[config.mk]
export PLATFORM = sky130hd
export DESIGN_NAME = wdwr_top
export DESIGN_NICKNAME = d
export VERILOG_FILES = /design/src/logic/wdwr_top.v
export VERILOG_INCLUDE_DIRS = /design/src /design/src/logic
export SDC_FILE = /design/constraint.sdc
export NUM_CORES = 1
export LEC_CHECK = 0
export BUFFER_PORTS_ARGS = -buffer_cell sky130_fd_sc_hd__clkbuf_2
export CAP_MARGIN = 10
export CORE_ASPECT_RATIO = 0.6
export CORE_MARGIN = 5
export CORE_UTILIZATION = 35
export CTS_BUF_LIST = sky130_fd_sc_hd__clkbuf_4 sky130_fd_sc_hd__clkbuf_8
export CTS_CLUSTER_SIZE = 16
export DETAILED_ROUTE_END_ITERATION = 6
export PLACE_DENSITY = 0.64
export SKIP_LAST_GASP = 1
export SLEW_MARGIN = 10
export SYNTH_ARGS = -nofsm -noshare
export SYNTH_HDL_FRONTEND = slang
export SYNTH_SLANG_ARGS = --single-unit
[constraint.sdc]
create_clock -name clk -period 5.4 [get_ports clk]
set_input_delay 0 -clock clk [delete_from_list [all_inputs] [get_ports clk]]
set_output_delay 0 -clock clk [all_outputs]
set_load 0.05 [all_outputs]
[src/logic/wdwr_consts.vh]
`ifndef WDWR_CONSTS_VH
`define WDWR_CONSTS_VH

// Register byte offsets
`define WDWR_OFS_CTRL_ZERO      8'h00
`define WDWR_OFS_CLK_WIN        8'h04
`define WDWR_OFS_PS_LOW         8'h08
`define WDWR_OFS_PS_HIGH        8'h0C
`define WDWR_OFS_TIMER          8'h10
`define WDWR_OFS_IRQ_STATUS     8'h14
`define WDWR_OFS_IRQ_CLEAR      8'h18
`define WDWR_OFS_IRQ_ENABLE     8'h1C
`define WDWR_OFS_RESET_CAUSE    8'h20

// Clock and window control fields
`define WDWR_CS_LSB             4
`define WDWR_CS_MSB             6
`define WDWR_WIN_LSB            0
`define WDWR_WIN_MSB            2

// Timer register fields
`define WDWR_TMR_PS_LSB         0
`define WDWR_TMR_PS_MSB         1
`define WDWR_TMR_ARMED_BIT      2
`define WDWR_TMR_CNT_LSB        3
`define WDWR_TMR_CNT_MSB        6

// Interrupt status bits
`define WDWR_IRQ_TIMEOUT_BIT    0
`define WDWR_IRQ_VIOLATION_BIT  1

// Encodings and reset values
`define WDWR_CS_LOW_FREQ        3'h0
`define WDWR_CS_MID_FREQ_DIV16  3'h1
`define WDWR_SEL_SOFTWARE       3'h7
`define WDWR_WIN_FULL_OPEN      3'h7
`define WDWR_CS_RESET           3'h0
`define WDWR_PS_RESET           18'h00000
`define WDWR_CNT_RESET          4'h0
`define WDWR_FLAG_N_RESET       1'b1

// Cycles to wait for synchronised straps after reset
`define WDWR_INIT_CYCLES        2'h3

`endif

[src/logic/wdwr_top.v]
// Function
// - The clock source field picks the low-frequency oscillator at 000, the mid oscillator undivided at 001, and no timebase for reserved codes.
// - The window field sets a closed delay of (7 - code) eighths of the period, so 111 is fully open and 000 opens only the last eighth.
// - With the configuration clock select at 111 the register clock source field resets to 000.
// - The clock source field ignores writes whenever the configuration clock select is not 111.
// - After reset the window field is loaded from the configuration window select.
// - The 18-bit prescale count is shown as a low byte, a high byte and two bits of the timer register.
// - Prescale bits 17:16 read in timer register bits 1:0.
// - The four-bit watchdog count reads in timer register bits 6:3 and resets to zero.
// - Timer register bit 2 reads 1 while the watchdog is armed.
// - Bits 7 and 3 of the clock and window control register read as zero.
// - The prescale byte registers are read-only, reset to zero and ignore writes.
// - In windowed mode a clear while the window is closed is a violation that resets the device.
// - In windowed mode a clear without a prior read of control register zero is a violation.
// - The counter is cleared on reset, a valid clear, sleep entry or exit, disable, start-up timer running and any control register write.
// - A violation requests a reset and clears the active-low violation flag, which reset sets and firmware may set.
`timescale 1ns/10ps
`include "wdwr_consts.vh"

module wdwr_top #(
    parameter PS_WIDTH  = 18,
    parameter CNT_WIDTH = 4
) (
    input  wire        clk,
    input  wire        rst,
    input  wire        psel,
    input  wire        penable,
    input  wire        pwrite,
    input  wire [7:0]  paddr,
    input  wire [31:0] pwdata,
    output reg  [31:0] prdata,
    output reg         pready,
    output reg         pslverr,
    input  wire [2:0]  cfg_clock_source_select,
    input  wire [2:0]  cfg_window_size_select,
    input  wire        low_freq_internal_osc,
    input  wire        mid_freq_internal_osc,
    input  wire        clear_instruction,
    input  wire        sleep_enter,
    input  wire        sleep_exit,
    input  wire        wd_disabled,
    input  wire        ost_running,
    output reg         wd_reset_req,
    output reg         irq
);

    // ------------------------------------------------------------
    // Functions
    // ------------------------------------------------------------
    // Window is closed while count is below twice the delay in eighths
    function win_closed;
        input [2:0] win;
        input [3:0] cnt;
        reg   [3:0] limit;
        begin
            limit      = {(3'h7 - win), 1'b0};
            win_closed = (cnt < limit);
        end
    endfunction

    // ------------------------------------------------------------
    // Synchronisers
    // ------------------------------------------------------------
    reg  [2:0] ccs_meta;
    reg  [2:0] ccs_sync;
    reg  [2:0] cws_meta;
    reg  [2:0] cws_sync;
    reg  [1:0] osc_meta;
    reg  [1:0] osc_sync;
    reg  [1:0] osc_prev;

    // Straps and oscillators come from outside this clock
    always @(posedge clk or posedge rst) begin
        if (rst) begin
            ccs_meta <= 3'h0;
            ccs_sync <= 3'h0;
            cws_meta <= 3'h0;
            cws_sync <= 3'h0;
            osc_meta <= 2'h0;
            osc_sync <= 2'h0;
            osc_prev <= 2'h0;
        end else begin
            ccs_meta <= cfg_clock_source_select;
            ccs_sync <= ccs_meta;
            cws_meta <= cfg_window_size_select;
            cws_sync <= cws_meta;
            osc_meta <= {mid_freq_internal_osc, low_freq_internal_osc};
            osc_sync <= osc_meta;
            osc_prev <= osc_sync;
        end
    end

    // ------------------------------------------------------------
    // APB decode
    // ------------------------------------------------------------
    wire       acc      = psel & penable & pready;
    wire       wr_acc   = acc & pwrite;
    wire       rd_acc   = acc & ~pwrite;
    wire       hit_ctrl0 = (paddr == `WDWR_OFS_CTRL_ZERO);
    wire       hit_cw   = (paddr == `WDWR_OFS_CLK_WIN);
    wire       wr_ctrl  = wr_acc & (hit_ctrl0 | hit_cw);
    wire       ccs_soft = (ccs_sync == `WDWR_SEL_SOFTWARE);
    wire       cws_soft = (cws_sync == `WDWR_SEL_SOFTWARE);

    // ------------------------------------------------------------
    // Clock and window control
    // ------------------------------------------------------------
    reg  [2:0] clock_source_select;
    reg  [2:0] window_select;
    reg  [1:0] init_cnt;
    wire       init_done = (init_cnt == `WDWR_INIT_CYCLES);

    // Straps are only trusted once the synchronisers have filled
    always @(posedge clk or posedge rst) begin
        if (rst) begin
            clock_source_select <= `WDWR_CS_RESET;
            window_select       <= `WDWR_WIN_FULL_OPEN;
            init_cnt            <= 2'h0;
        end else if (!init_done) begin
            init_cnt <= init_cnt + 2'h1;
            if (init_cnt == (`WDWR_INIT_CYCLES - 2'h1)) begin
                clock_source_select <= ccs_soft ? `WDWR_CS_RESET : ccs_sync;
                window_select       <= cws_sync;
            end
        end else begin
            if (wr_acc && hit_cw && ccs_soft) begin
                clock_source_select <= pwdata[`WDWR_CS_MSB:`WDWR_CS_LSB];
            end else if (!ccs_soft) begin
                clock_source_select <= ccs_sync;
            end
            if (wr_acc && hit_cw && cws_soft) begin
                window_select <= pwdata[`WDWR_WIN_MSB:`WDWR_WIN_LSB];
            end else if (!cws_soft) begin
                window_select <= cws_sync;
            end
        end
    end

    // ------------------------------------------------------------
    // Timebase selection
    // ------------------------------------------------------------
    reg tick;

    // Rising edge of the selected oscillator; reserved codes stop the timer
    always @* begin
        case (clock_source_select)
            `WDWR_CS_LOW_FREQ:       tick = osc_sync[0] & ~osc_prev[0];
            `WDWR_CS_MID_FREQ_DIV16: tick = osc_sync[1] & ~osc_prev[1];
            default:                 tick = 1'b0;
        endcase
    end

    // ------------------------------------------------------------
    // Prescale and watchdog counters
    // ------------------------------------------------------------
    reg  [PS_WIDTH-1:0]  prescale_count;
    reg  [CNT_WIDTH-1:0] count_value;
    reg                  armed;
    wire windowed   = (window_select != `WDWR_WIN_FULL_OPEN);
    wire violation  = clear_instruction & windowed &
                      (win_closed(window_select, count_value) | ~armed);
    wire valid_clr  = clear_instruction & ~violation;
    wire cnt_clear  = valid_clr | sleep_enter | sleep_exit | wd_disabled |
                      ost_running | wr_ctrl;
    wire ps_wrap    = tick & (&prescale_count);
    wire timeout    = ps_wrap & (&count_value);

    // Counter advances one prescale period per count step
    always @(posedge clk or posedge rst) begin
        if (rst) begin
            prescale_count <= `WDWR_PS_RESET;
            count_value    <= `WDWR_CNT_RESET;
        end else if (cnt_clear || violation || timeout) begin
            prescale_count <= `WDWR_PS_RESET;
            count_value    <= `WDWR_CNT_RESET;
        end else if (tick) begin
            prescale_count <= prescale_count + 1'b1;
            if (ps_wrap) begin
                count_value <= count_value + 1'b1;
            end
        end
    end

    // Arming by reading control register zero; any clear disarms
    always @(posedge clk or posedge rst) begin
        if (rst) begin
            armed <= 1'b0;
        end else if (clear_instruction) begin
            armed <= 1'b0;
        end else if (rd_acc && hit_ctrl0) begin
            armed <= 1'b1;
        end
    end

    // ------------------------------------------------------------
    // Reset request and violation flag
    // ------------------------------------------------------------
    reg window_violation_flag_n;

    // Violation clears the flag; hardware clear beats firmware set
    always @(posedge clk or posedge rst) begin
        if (rst) begin
            wd_reset_req            <= 1'b0;
            window_violation_flag_n <= `WDWR_FLAG_N_RESET;
        end else begin
            wd_reset_req <= violation | timeout;
            if (violation) begin
                window_violation_flag_n <= 1'b0;
            end else if (wr_acc && (paddr == `WDWR_OFS_RESET_CAUSE) && pwdata[0]) begin
                window_violation_flag_n <= 1'b1;
            end
        end
    end

    // ------------------------------------------------------------
    // Interrupt status
    // ------------------------------------------------------------
    reg  [1:0] irq_status;
    reg  [1:0] irq_enable;
    wire [1:0] irq_events = {violation, timeout};
    wire [1:0] irq_clr    = (wr_acc && (paddr == `WDWR_OFS_IRQ_CLEAR)) ? pwdata[1:0] : 2'h0;

    // Set wins over a same-cycle clear so no event is lost
    always @(posedge clk or posedge rst) begin
        if (rst) begin
            irq_status <= 2'h0;
            irq_enable <= 2'h0;
            irq        <= 1'b0;
        end else begin
            irq_status <= (irq_status & ~irq_clr) | irq_events;
            if (wr_acc && (paddr == `WDWR_OFS_IRQ_ENABLE)) begin
                irq_enable <= pwdata[1:0];
            end
            irq <= |(((irq_status & ~irq_clr) | irq_events) & irq_enable);
        end
    end

    // ------------------------------------------------------------
    // Read mux
    // ------------------------------------------------------------
    reg [31:0] next_prdata;
    reg        next_slverr;

    // Live snapshot of counters at the read; unused bits read zero
    always @* begin
        next_prdata = 32'h00000000;
        next_slverr = 1'b0;
        case (paddr)
            `WDWR_OFS_CTRL_ZERO: begin
                next_prdata = 32'h00000000;
            end
            `WDWR_OFS_CLK_WIN: begin
                next_prdata[`WDWR_CS_MSB:`WDWR_CS_LSB]   = clock_source_select;
                next_prdata[`WDWR_WIN_MSB:`WDWR_WIN_LSB] = window_select;
            end
            `WDWR_OFS_PS_LOW: begin
                next_prdata[7:0] = prescale_count[7:0];
            end
            `WDWR_OFS_PS_HIGH: begin
                next_prdata[7:0] = prescale_count[15:8];
            end
            `WDWR_OFS_TIMER: begin
                next_prdata[`WDWR_TMR_PS_MSB:`WDWR_TMR_PS_LSB]   = prescale_count[17:16];
                next_prdata[`WDWR_TMR_ARMED_BIT]                 = armed;
                next_prdata[`WDWR_TMR_CNT_MSB:`WDWR_TMR_CNT_LSB] = count_value;
            end
            `WDWR_OFS_IRQ_STATUS: begin
                next_prdata[1:0] = irq_status;
            end
            `WDWR_OFS_IRQ_CLEAR: begin
                next_prdata = 32'h00000000;
            end
            `WDWR_OFS_IRQ_ENABLE: begin
                next_prdata[1:0] = irq_enable;
            end
            `WDWR_OFS_RESET_CAUSE: begin
                next_prdata[0] = window_violation_flag_n;
            end
            default: begin
                next_slverr = 1'b1;
            end
        endcase
    end

    // ------------------------------------------------------------
    // APB answer
    // ------------------------------------------------------------
    // One wait state keeps prdata registered and glitch free
    always @(posedge clk or posedge rst) begin
        if (rst) begin
            pready  <= 1'b0;
            pslverr <= 1'b0;
            prdata  <= 32'h00000000;
        end else if (psel && penable && !pready) begin
            pready  <= 1'b1;
            pslverr <= next_slverr;
            prdata  <= pwrite ? 32'h00000000 : next_prdata;
        end else begin
            pready  <= 1'b0;
            pslverr <= 1'b0;
            prdata  <= 32'h00000000;
        end
    end

endmodule

==> impl_metrics.toml, run 1 <==
[critical_path]
crit_fanout = 10
end_kind = "flop"
startpoint = "paddr[6]"
r2r_end = "prescale_count[9]"
endpoint = "prescale_count[9]"
r2r_slack_ns = 2.91
critical_path_arrival_ns = 2.86
critPathLaunchType = "input pin"
required_ns = 5.67
worstReg2RegStart = "clock_source_select[0]"
crit_type = "input pin to flop"
worst_r2r_path_depth = 5

[yosys]
synth_area_per_cell_sq_um = 9.89
yosys-top-cells-area = "dfrtp_1 46%, buf_4 5.3%, a21oi_1 3.6%"
synthDominantCellAreaShare_pct = 46.0
synthSimpleGateAreaFrac_pct = 20.1
synthCells = 341
yosys.cell_count.top_type = "dfrtp_1"
yosys.area_share.adder_pct = 2.23
synth_xor_area_share_pct = 2.86
synthMuxAreaShare_pct = 1.60
yosysTopAreaCell = "dfrtp_1"
synth_top_family_by_area = "simple AND/OR/NAND/NOR gates"
netlist_area_sq_um = 3370
synth_flop_cell = "dfrtp_1"
synth-compound-area-share_pct = 15.7
async_reset_ff_share_pct = 100
yosysSeqAreaShare_pct = 49.1
synth_warnings = 0
synth_cell_types = 52
synth.top_cells.by_count = "62 x dfrtp_1, 26 x nor2_1, 24 x a21oi_1, 24 x buf_4, 24 x nand2_1"
ys_ff_latch = 66
synth_edf_count = 0

[sta]
finalHoldViolCount = 0
finalSetupViolations = 0
slew_viol_final = 0
fmax_ghz = 0.386
finClkSkew_ns = 0.00707
tns_ns = 0
finalWorstSetupSlack_ns = 2.81
relSlewSlack_pct = 35.2
finalCritPeriodShare_pct = 47.9
rsz0062_at_grt = "false"
fin_crit_ns = 2.59
worstMarginPinSlew_ns = 0.964

[clocking]
ctsHoldBuffers = 17
cts_buffers = 9
cts-root-buf = "clkbuf_8"
clk_latency_ns = 0.36
post_cts_buffers = 0
clock_sinks = 66
cts_tree = "built"
cts_resized = 0
clk_path_buf_depth = 2
htreeDepth = 3
clk_pin_slew_ns = 0.07

[grt]
track_usage_pct = 15.2
grt_max_degree = 67
overflow = 0
grt_pass1_wl_um = 13800
grt_pass1_vias = 2639
antenna_found_initial = 0

[die]
ios = 94
fp-row-count = 27
die_h_um = 86.0
core_area_sq_um = 9290
initial_core_util_pct = 36.3
dieArea_sq_um = 11800
die_w_um = 137

[routing]
viasPerCell = 5.35
drc = 0
first_iter_violations = 261
first_pass_iters = 4
routed_wl_um = 8570
dr_total_vias = 2865
drtAntennaViolNets = 0
wl_per_cell_um = 16.0

[job]
drv_cap = 0

[pwr]
p_leak_nw = 1.70
irDropWorstVdd_uv = 189
power_density_nw_per_um2 = 281
total_power_w = 0.00113

[cells_and_area]
drive_above_1_share_pct = 18.0
areaGrowthSynthToFinish_pct = 19.1
fin_area_sq_um = 4020
fill_cells = 889
nets = 465
antenna_cells = 0

[outcome]
outcome = "finished, final reports clean"

[placement]
gp_congestion = 0.905
place_ws_ns = 2.92
hpwlAfterDp_um = 6380
io_buffer_count = 43
placed_area_sq_um = 3610

[worst_hold_path]
hold_path.class = "input pin to flop"
[how the worst min path moves through the flow]
stage / start / to / slack [ns] / cells past startpoint
finish: paddr[1] / prdata[0] / 0.05 / 4
CTS: paddr[1] / prdata[0] / 0.03 / 4
floorplan: cfg_clock_source_select[0] / ccs_meta[0] / 0.03 / 0
detailed placement: low_freq_internal_osc / osc_meta[0] / 0.11 / 1
global route: paddr[0] / prdata[0] / 0.06 / 4
global placement: cfg_clock_source_select[2] / ccs_meta[2] / 0.11 / 1
[area by class of cell]
type / instances / area [sq um] / area share [%]
inverters: 11 / 41.3 / 1.03
well taps: 130 / 163 / 4.05
repair buffers: 61 / 393 / 9.78
flip-flops and latches: 66 / 1660 / 41.2
multi-input cells: 252 / 1520 / 37.9
clock buffers: 9 / 124 / 3.08
clock inverters: 7 / 118 / 2.93
[registers in the layout, summed over array words and instances, names as in the netlist, 3 cells and up]
| signal | count |
|---|---|
| window_select | 3 |
| ccs_sync | 3 |
| prescale_count | 18 |
| ccs_meta | 3 |
| cws_sync | 3 |
| prdata | 8 |
| clock_source_select | 3 |
| cws_meta | 3 |
| count_value | 4 |
[kinds of logic (layout without fill, tap and decap cells)]
family / count (synthesis) / in the layout
other: 1 / 24
xor gates and xnor gates: 11 / 11
DFF: 66 / 66
adders and majority gates: 6 / 6
AOI/OAI and AO/OA: 80 / 80
and+or+nand+nor: 126 / 126
muxes: 5 / 5
buffers and inverters: 46 / 88
[layer usage]
metal	GRT usage (%)	vias to the layer above	routed length (um)
li1	-	1329	-
met1	22.8	1376	4090
met2	19.8	143	3400
met3	5.74	17	917
met4	4.76	0	162
met5	0	-	0
[layout by cell type (no fill, tap or decap), types with 3 or more instances in the layout]
cell	count
nor2_1	26
ha_1	6
nor3_1	6
and4_1	6
dlygate4sd3_1	17
nand3_1	17
bufinv_16	3
o21ai_0	9
o31ai_1	6
mux2_2	3
or3_1	5
a22oi_1	9
xnor2_1	9
dfrtp_1	62
and3_1	7
nand4_1	8
nor4_1	4
a211oi_1	3
dfstp_2	4
a21oi_1	24
conb_1	24
nand2_1	24
nand3b_1	3
or4_1	7
a31oi_1	8
clkbuf_8	9
o21a_1	3
inv_1	10
clkbuf_2	43
[critical path, stage by stage]
cell           delay (ns)
dlygate4sd3_1        0.54
clkbuf_2             0.12
or4_1                0.59
or3_1                0.58
and3_1               0.36
or4_1                0.49
a21oi_1              0.16
[where the power goes]
| group | internal (W) | switching [W] | total [W] |
|---|---|---|---|
| combinational | 0.0000274 | 0.0000771 | 0.000105 |
| clock | 0.000306 | 0.000201 | 0.000508 |
| sequential | 0.000507 | 0.00000883 | 0.000516 |
[per-stage QoR]
step	hold WS, ns	std cells	utilization [%]
floorplan	0.0314	364	-
global placement	0.108	503	38.8
detailed placement	0.110	503	38.8
CTS	0.0261	536	43.2
global route	0.0646	536	43.2
finish	0.0474	536	43.2
No activity file was read; power rests on OpenSTA's default activity.
==> run 2, diff against run 1 <==
--- a/config.mk
+++ b/config.mk
@@ -6,6 +6,7 @@
 export SDC_FILE = /design/constraint.sdc
 export NUM_CORES = 1
 export LEC_CHECK = 0
+export ABC_AREA = 1
 export BUFFER_PORTS_ARGS = -buffer_cell sky130_fd_sc_hd__clkbuf_2
 export CAP_MARGIN = 10
 export CORE_ASPECT_RATIO = 0.6
@@ -14,7 +15,7 @@
 export CTS_BUF_LIST = sky130_fd_sc_hd__clkbuf_4 sky130_fd_sc_hd__clkbuf_8
 export CTS_CLUSTER_SIZE = 16
 export DETAILED_ROUTE_END_ITERATION = 6
-export PLACE_DENSITY = 0.64
+export PLACE_DENSITY = 0.66
 export SKIP_LAST_GASP = 1
 export SLEW_MARGIN = 10
 export SYNTH_ARGS = -nofsm -noshare
==> constraint.sdc (replaced) <==
create_clock -name clk -period 2.1 [get_ports clk]
set_input_delay 0 -clock clk [delete_from_list [all_inputs] [get_ports clk]]
set_output_delay 0 -clock clk [all_outputs]
set_load 0.05 [all_outputs]
==> impl_metrics.toml, run 2 <==
[outcome]
outcome = "finished, final reports clean"

[clocking]
post_cts_buffers = 0
cts_buffers = 9
cts-root-buf = "clkbuf_8"
htreeDepth = 3
cts_tree = "built"
clk_pin_slew_ns = 0.07
clock_sinks = 66
clk_path_buf_depth = 2
clk_latency_ns = 0.36

[routing]
wl_per_cell_um = 13.0
viasPerCell = 4.70
first_pass_iters = 5
first_iter_violations = 258
drc = 0
routed_wl_um = 9120
dr_total_vias = 3287
drtAntennaViolNets = 0

[grt]
antenna_found_initial = 0
grt_max_degree = 67
grt_use_met3_pct = 5.18
top_usage_layer = "met1"
grtUsageMet2_pct = 21.3
track_usage_pct = 15.5
grt_pass1_wl_um = 15200
grt_util_met1_pct = 22.8
overflow = 0
grt_pass1_vias = 2994

[pwr]
power.net_switching_w = 0.000735
netSwitchingFraction_pct = 29.0
irDropWorstVdd_uv = 307
power_density_nw_per_um2 = 575
seqPwrFrac_pct = 52.2
p_int_w = 0.00180
p_comb_share_pct = 10.8
power.share.clock_pct = 37.0
p_leak_nw = 2.32

[critical_path]
cp_cell_sequence = "dlygate4sd3_1 > clkbuf_2 > nand2_1 > dlygate4sd3_1 > nor2_1 > nand2_1 > inv_1 > o21ai_1 > nor2_1"
critical_path_arrival_ns = 2.05
crit_fanout = 4
startpoint = "penable"
worst_r2r_path_depth = 10
r2r_end = "prescale_count[2]"
critPathLaunchType = "input pin"
end_kind = "flop"
cpPeakStageDelay_ns = 0.56
worstReg2RegStart = "prescale_count[0]"
required_ns = 2.37
r2r_slack_ns = 0.32
crit_type = "input pin to flop"
endpoint = "prdata[5]"
slowest_stage = "dlygate4sd3_1"

[cells_and_area]
top_register = "prescale_count"
most-common-layout-cells = "140 x nand2_1, 62 x dfrtp_1, 48 x inv_1, 48 x nor2_1"
antenna_cells = 0
fill_cells = 1090
fin_cells = 699
nets = 619
drive_above_1_share_pct = 19.5
layout_commonest_cell = "nand2_1"
areaGrowthSynthToFinish_pct = 19.3
reg_top3 = "prescale_count (18), prdata (8), count_value (4)"
largest_reg_flops = 18

[placement]
gp_congestion = 0.953
place_inst = 666
io_buffer_count = 43
hpwlAfterDp_um = 6920

[sta]
finalCritPeriodShare_pct = 84.7
tns_ns = 0
fin_crit_ns = 1.78
finalHoldViolCount = 0
fmax_ghz = 0.562
relSlewSlack_pct = 61.2
slew_viol_final = 0
worstMarginPinSlew_ns = 0.580
rsz0062_at_grt = "false"
finClkSkew_ns = 0.00710
finalSetupViolations = 0

[job]
drv_cap = 0

[yosys]
synth_cell_types = 30
yosysSeqAreaShare_pct = 44.9
yosysTopAreaCell = "dfrtp_1"
synthCells = 477
synth_flop_cell = "dfrtp_1"
synth_warnings = 0
netlist_area_sq_um = 3690
ys_ff_latch = 66
yosys.cell_count.top_type = "nand2_1"
synth_area_per_cell_sq_um = 7.74
yosys-top-cells-area = "dfrtp_1 42%, nand2_1 14%, nand3_1 5.8%"
synthDominantCellAreaShare_pct = 42.0
synth_edf_count = 0
synth.top_cells.by_count = "140 x nand2_1, 62 x dfrtp_1, 49 x inv_1"
async_reset_ff_share_pct = 100

[die]
fp-row-count = 29
die_h_um = 89.6
initial_core_util_pct = 35.3
core_area_sq_um = 10500
dieArea_sq_um = 12800
ios = 94
die_w_um = 143

[worst_hold_path]
hold_path.class = "input pin to flop"
==> run 2: cell types whose count changed in the layout (fill, tap and decap cells not counted), moves of 8 or more <==
| cell | previous run | this run |
|---|---|---|
| nand2_1 | 24 | 140 |
| inv_1 | 10 | 48 |
| nand3_1 | 17 | 43 |
| nor2_1 | 26 | 48 |
| a21oi_1 | 24 | 11 |
| buf_4 | 1 | 14 |
| xor2_1 | 2 | 13 |
| a22oi_1 | 9 | 0 |
| nand3_2 | 0 | 9 |
| a31oi_1 | 8 | 0 |
| nor2_2 | 0 | 8 |
==> run 2: power groups by stage <==
stage | Sequential [W] | Combinational, W | Clock, W
4_1_cts | 0.00132 | 0.000274 | 0.000968
3_3_place_gp | 0.00135 | 0.000246 | 0
6_report | 0.00132 | 0.000273 | 0.000936
5_1_grt | 0.00133 | 0.000301 | 0.00103
3_5_place_dp | 0.00135 | 0.000250 | 0
2_1_floorplan | 0.00136 | 0.000206 | 0
==> run 2: routing by layer <==
| layer | up-vias | wire [um] | share of wire (%) |
|---|---|---|---|
| met4 | 0 | 117 | 1.3 |
| met1 | 1575 | 4550 | 50 |
| met2 | 95 | 3700 | 41 |
| li1 | 1607 | - | - |
| met3 | 10 | 742 | 8.1 |
| met5 | - | 0 | 0 |
==> run 2: logic make-up (layout without fill, tap and decap cells) <==
kind of cell	count (synthesis)	count (layout)	share of synthesized area (%)
simple gates	274	274	33.2
buf+inv	84	144	11.7
flops	66	66	44.9
compound gates	30	30	4.30
xor+xnor	16	16	3.80
fa+ha+maj	6	6	2.03
other cells	1	24	0.102
==> run 2: per-stage QoR <==
stage / utilization [%] / instance area, sq um / total power, W / hold WS [ns] / worst slack (ns)
finish: 42.2 / 4410 / 0.00253 / 0.0598 / 0.322
global route: 42.2 / 4410 / 0.00265 / 0.0836 / 0.156
CTS: 42.2 / 4410 / 0.00257 / 0.0391 / 0.316
detailed placement: 38.9 / 4060 / 0.00160 / 0.0872 / 0.00518
global placement: 38.9 / 4060 / 0.00159 / 0.0808 / 0.0361
floorplan: - / 3780 / 0.00156 / 0.0314 / 0.415
==> run 2: worst min path at each step <==
stage / from / endpoint / slack [ns] / cells past startpoint
floorplan: cfg_clock_source_select[0] / ccs_meta[0] / 0.03 / 0
global placement: rst / wd_reset_req / 0.08 / 3
detailed placement: rst / wd_reset_req / 0.09 / 3
CTS: pwdata[6] / clock_source_select[2] / 0.04 / 5
global route: pwdata[4] / clock_source_select[0] / 0.08 / 5
finish: pwdata[6] / clock_source_select[2] / 0.06 / 5
==> run 2: critical path: cells and delay by family <==
family | cells | cell delay [ns]
buffers and inverters | 4 | 1.32
and+or+nand+nor | 4 | 0.57
AOI/OAI and AO/OA | 1 | 0.16
==> run 2: timing repair <==
item | CTS | global route
gates resized for setup | 1 | 0
setup endpoints to repair | 1 | 0
endpoints found under the hold margin | 83 | 0
hold buffers | 17 | 0
==> run 2: final cells by class <==
class,instances,area (sq um),area share [%]
Multi-Input combinational cell,350,1700,38.5
Clock inverter,7,46.3,1.05
Tap cell,139,174,3.95
Clock buffer,9,124,2.81
Sequential cell,66,1660,37.6
Inverter,53,199,4.52
Timing Repair Buffer,75,510,11.6
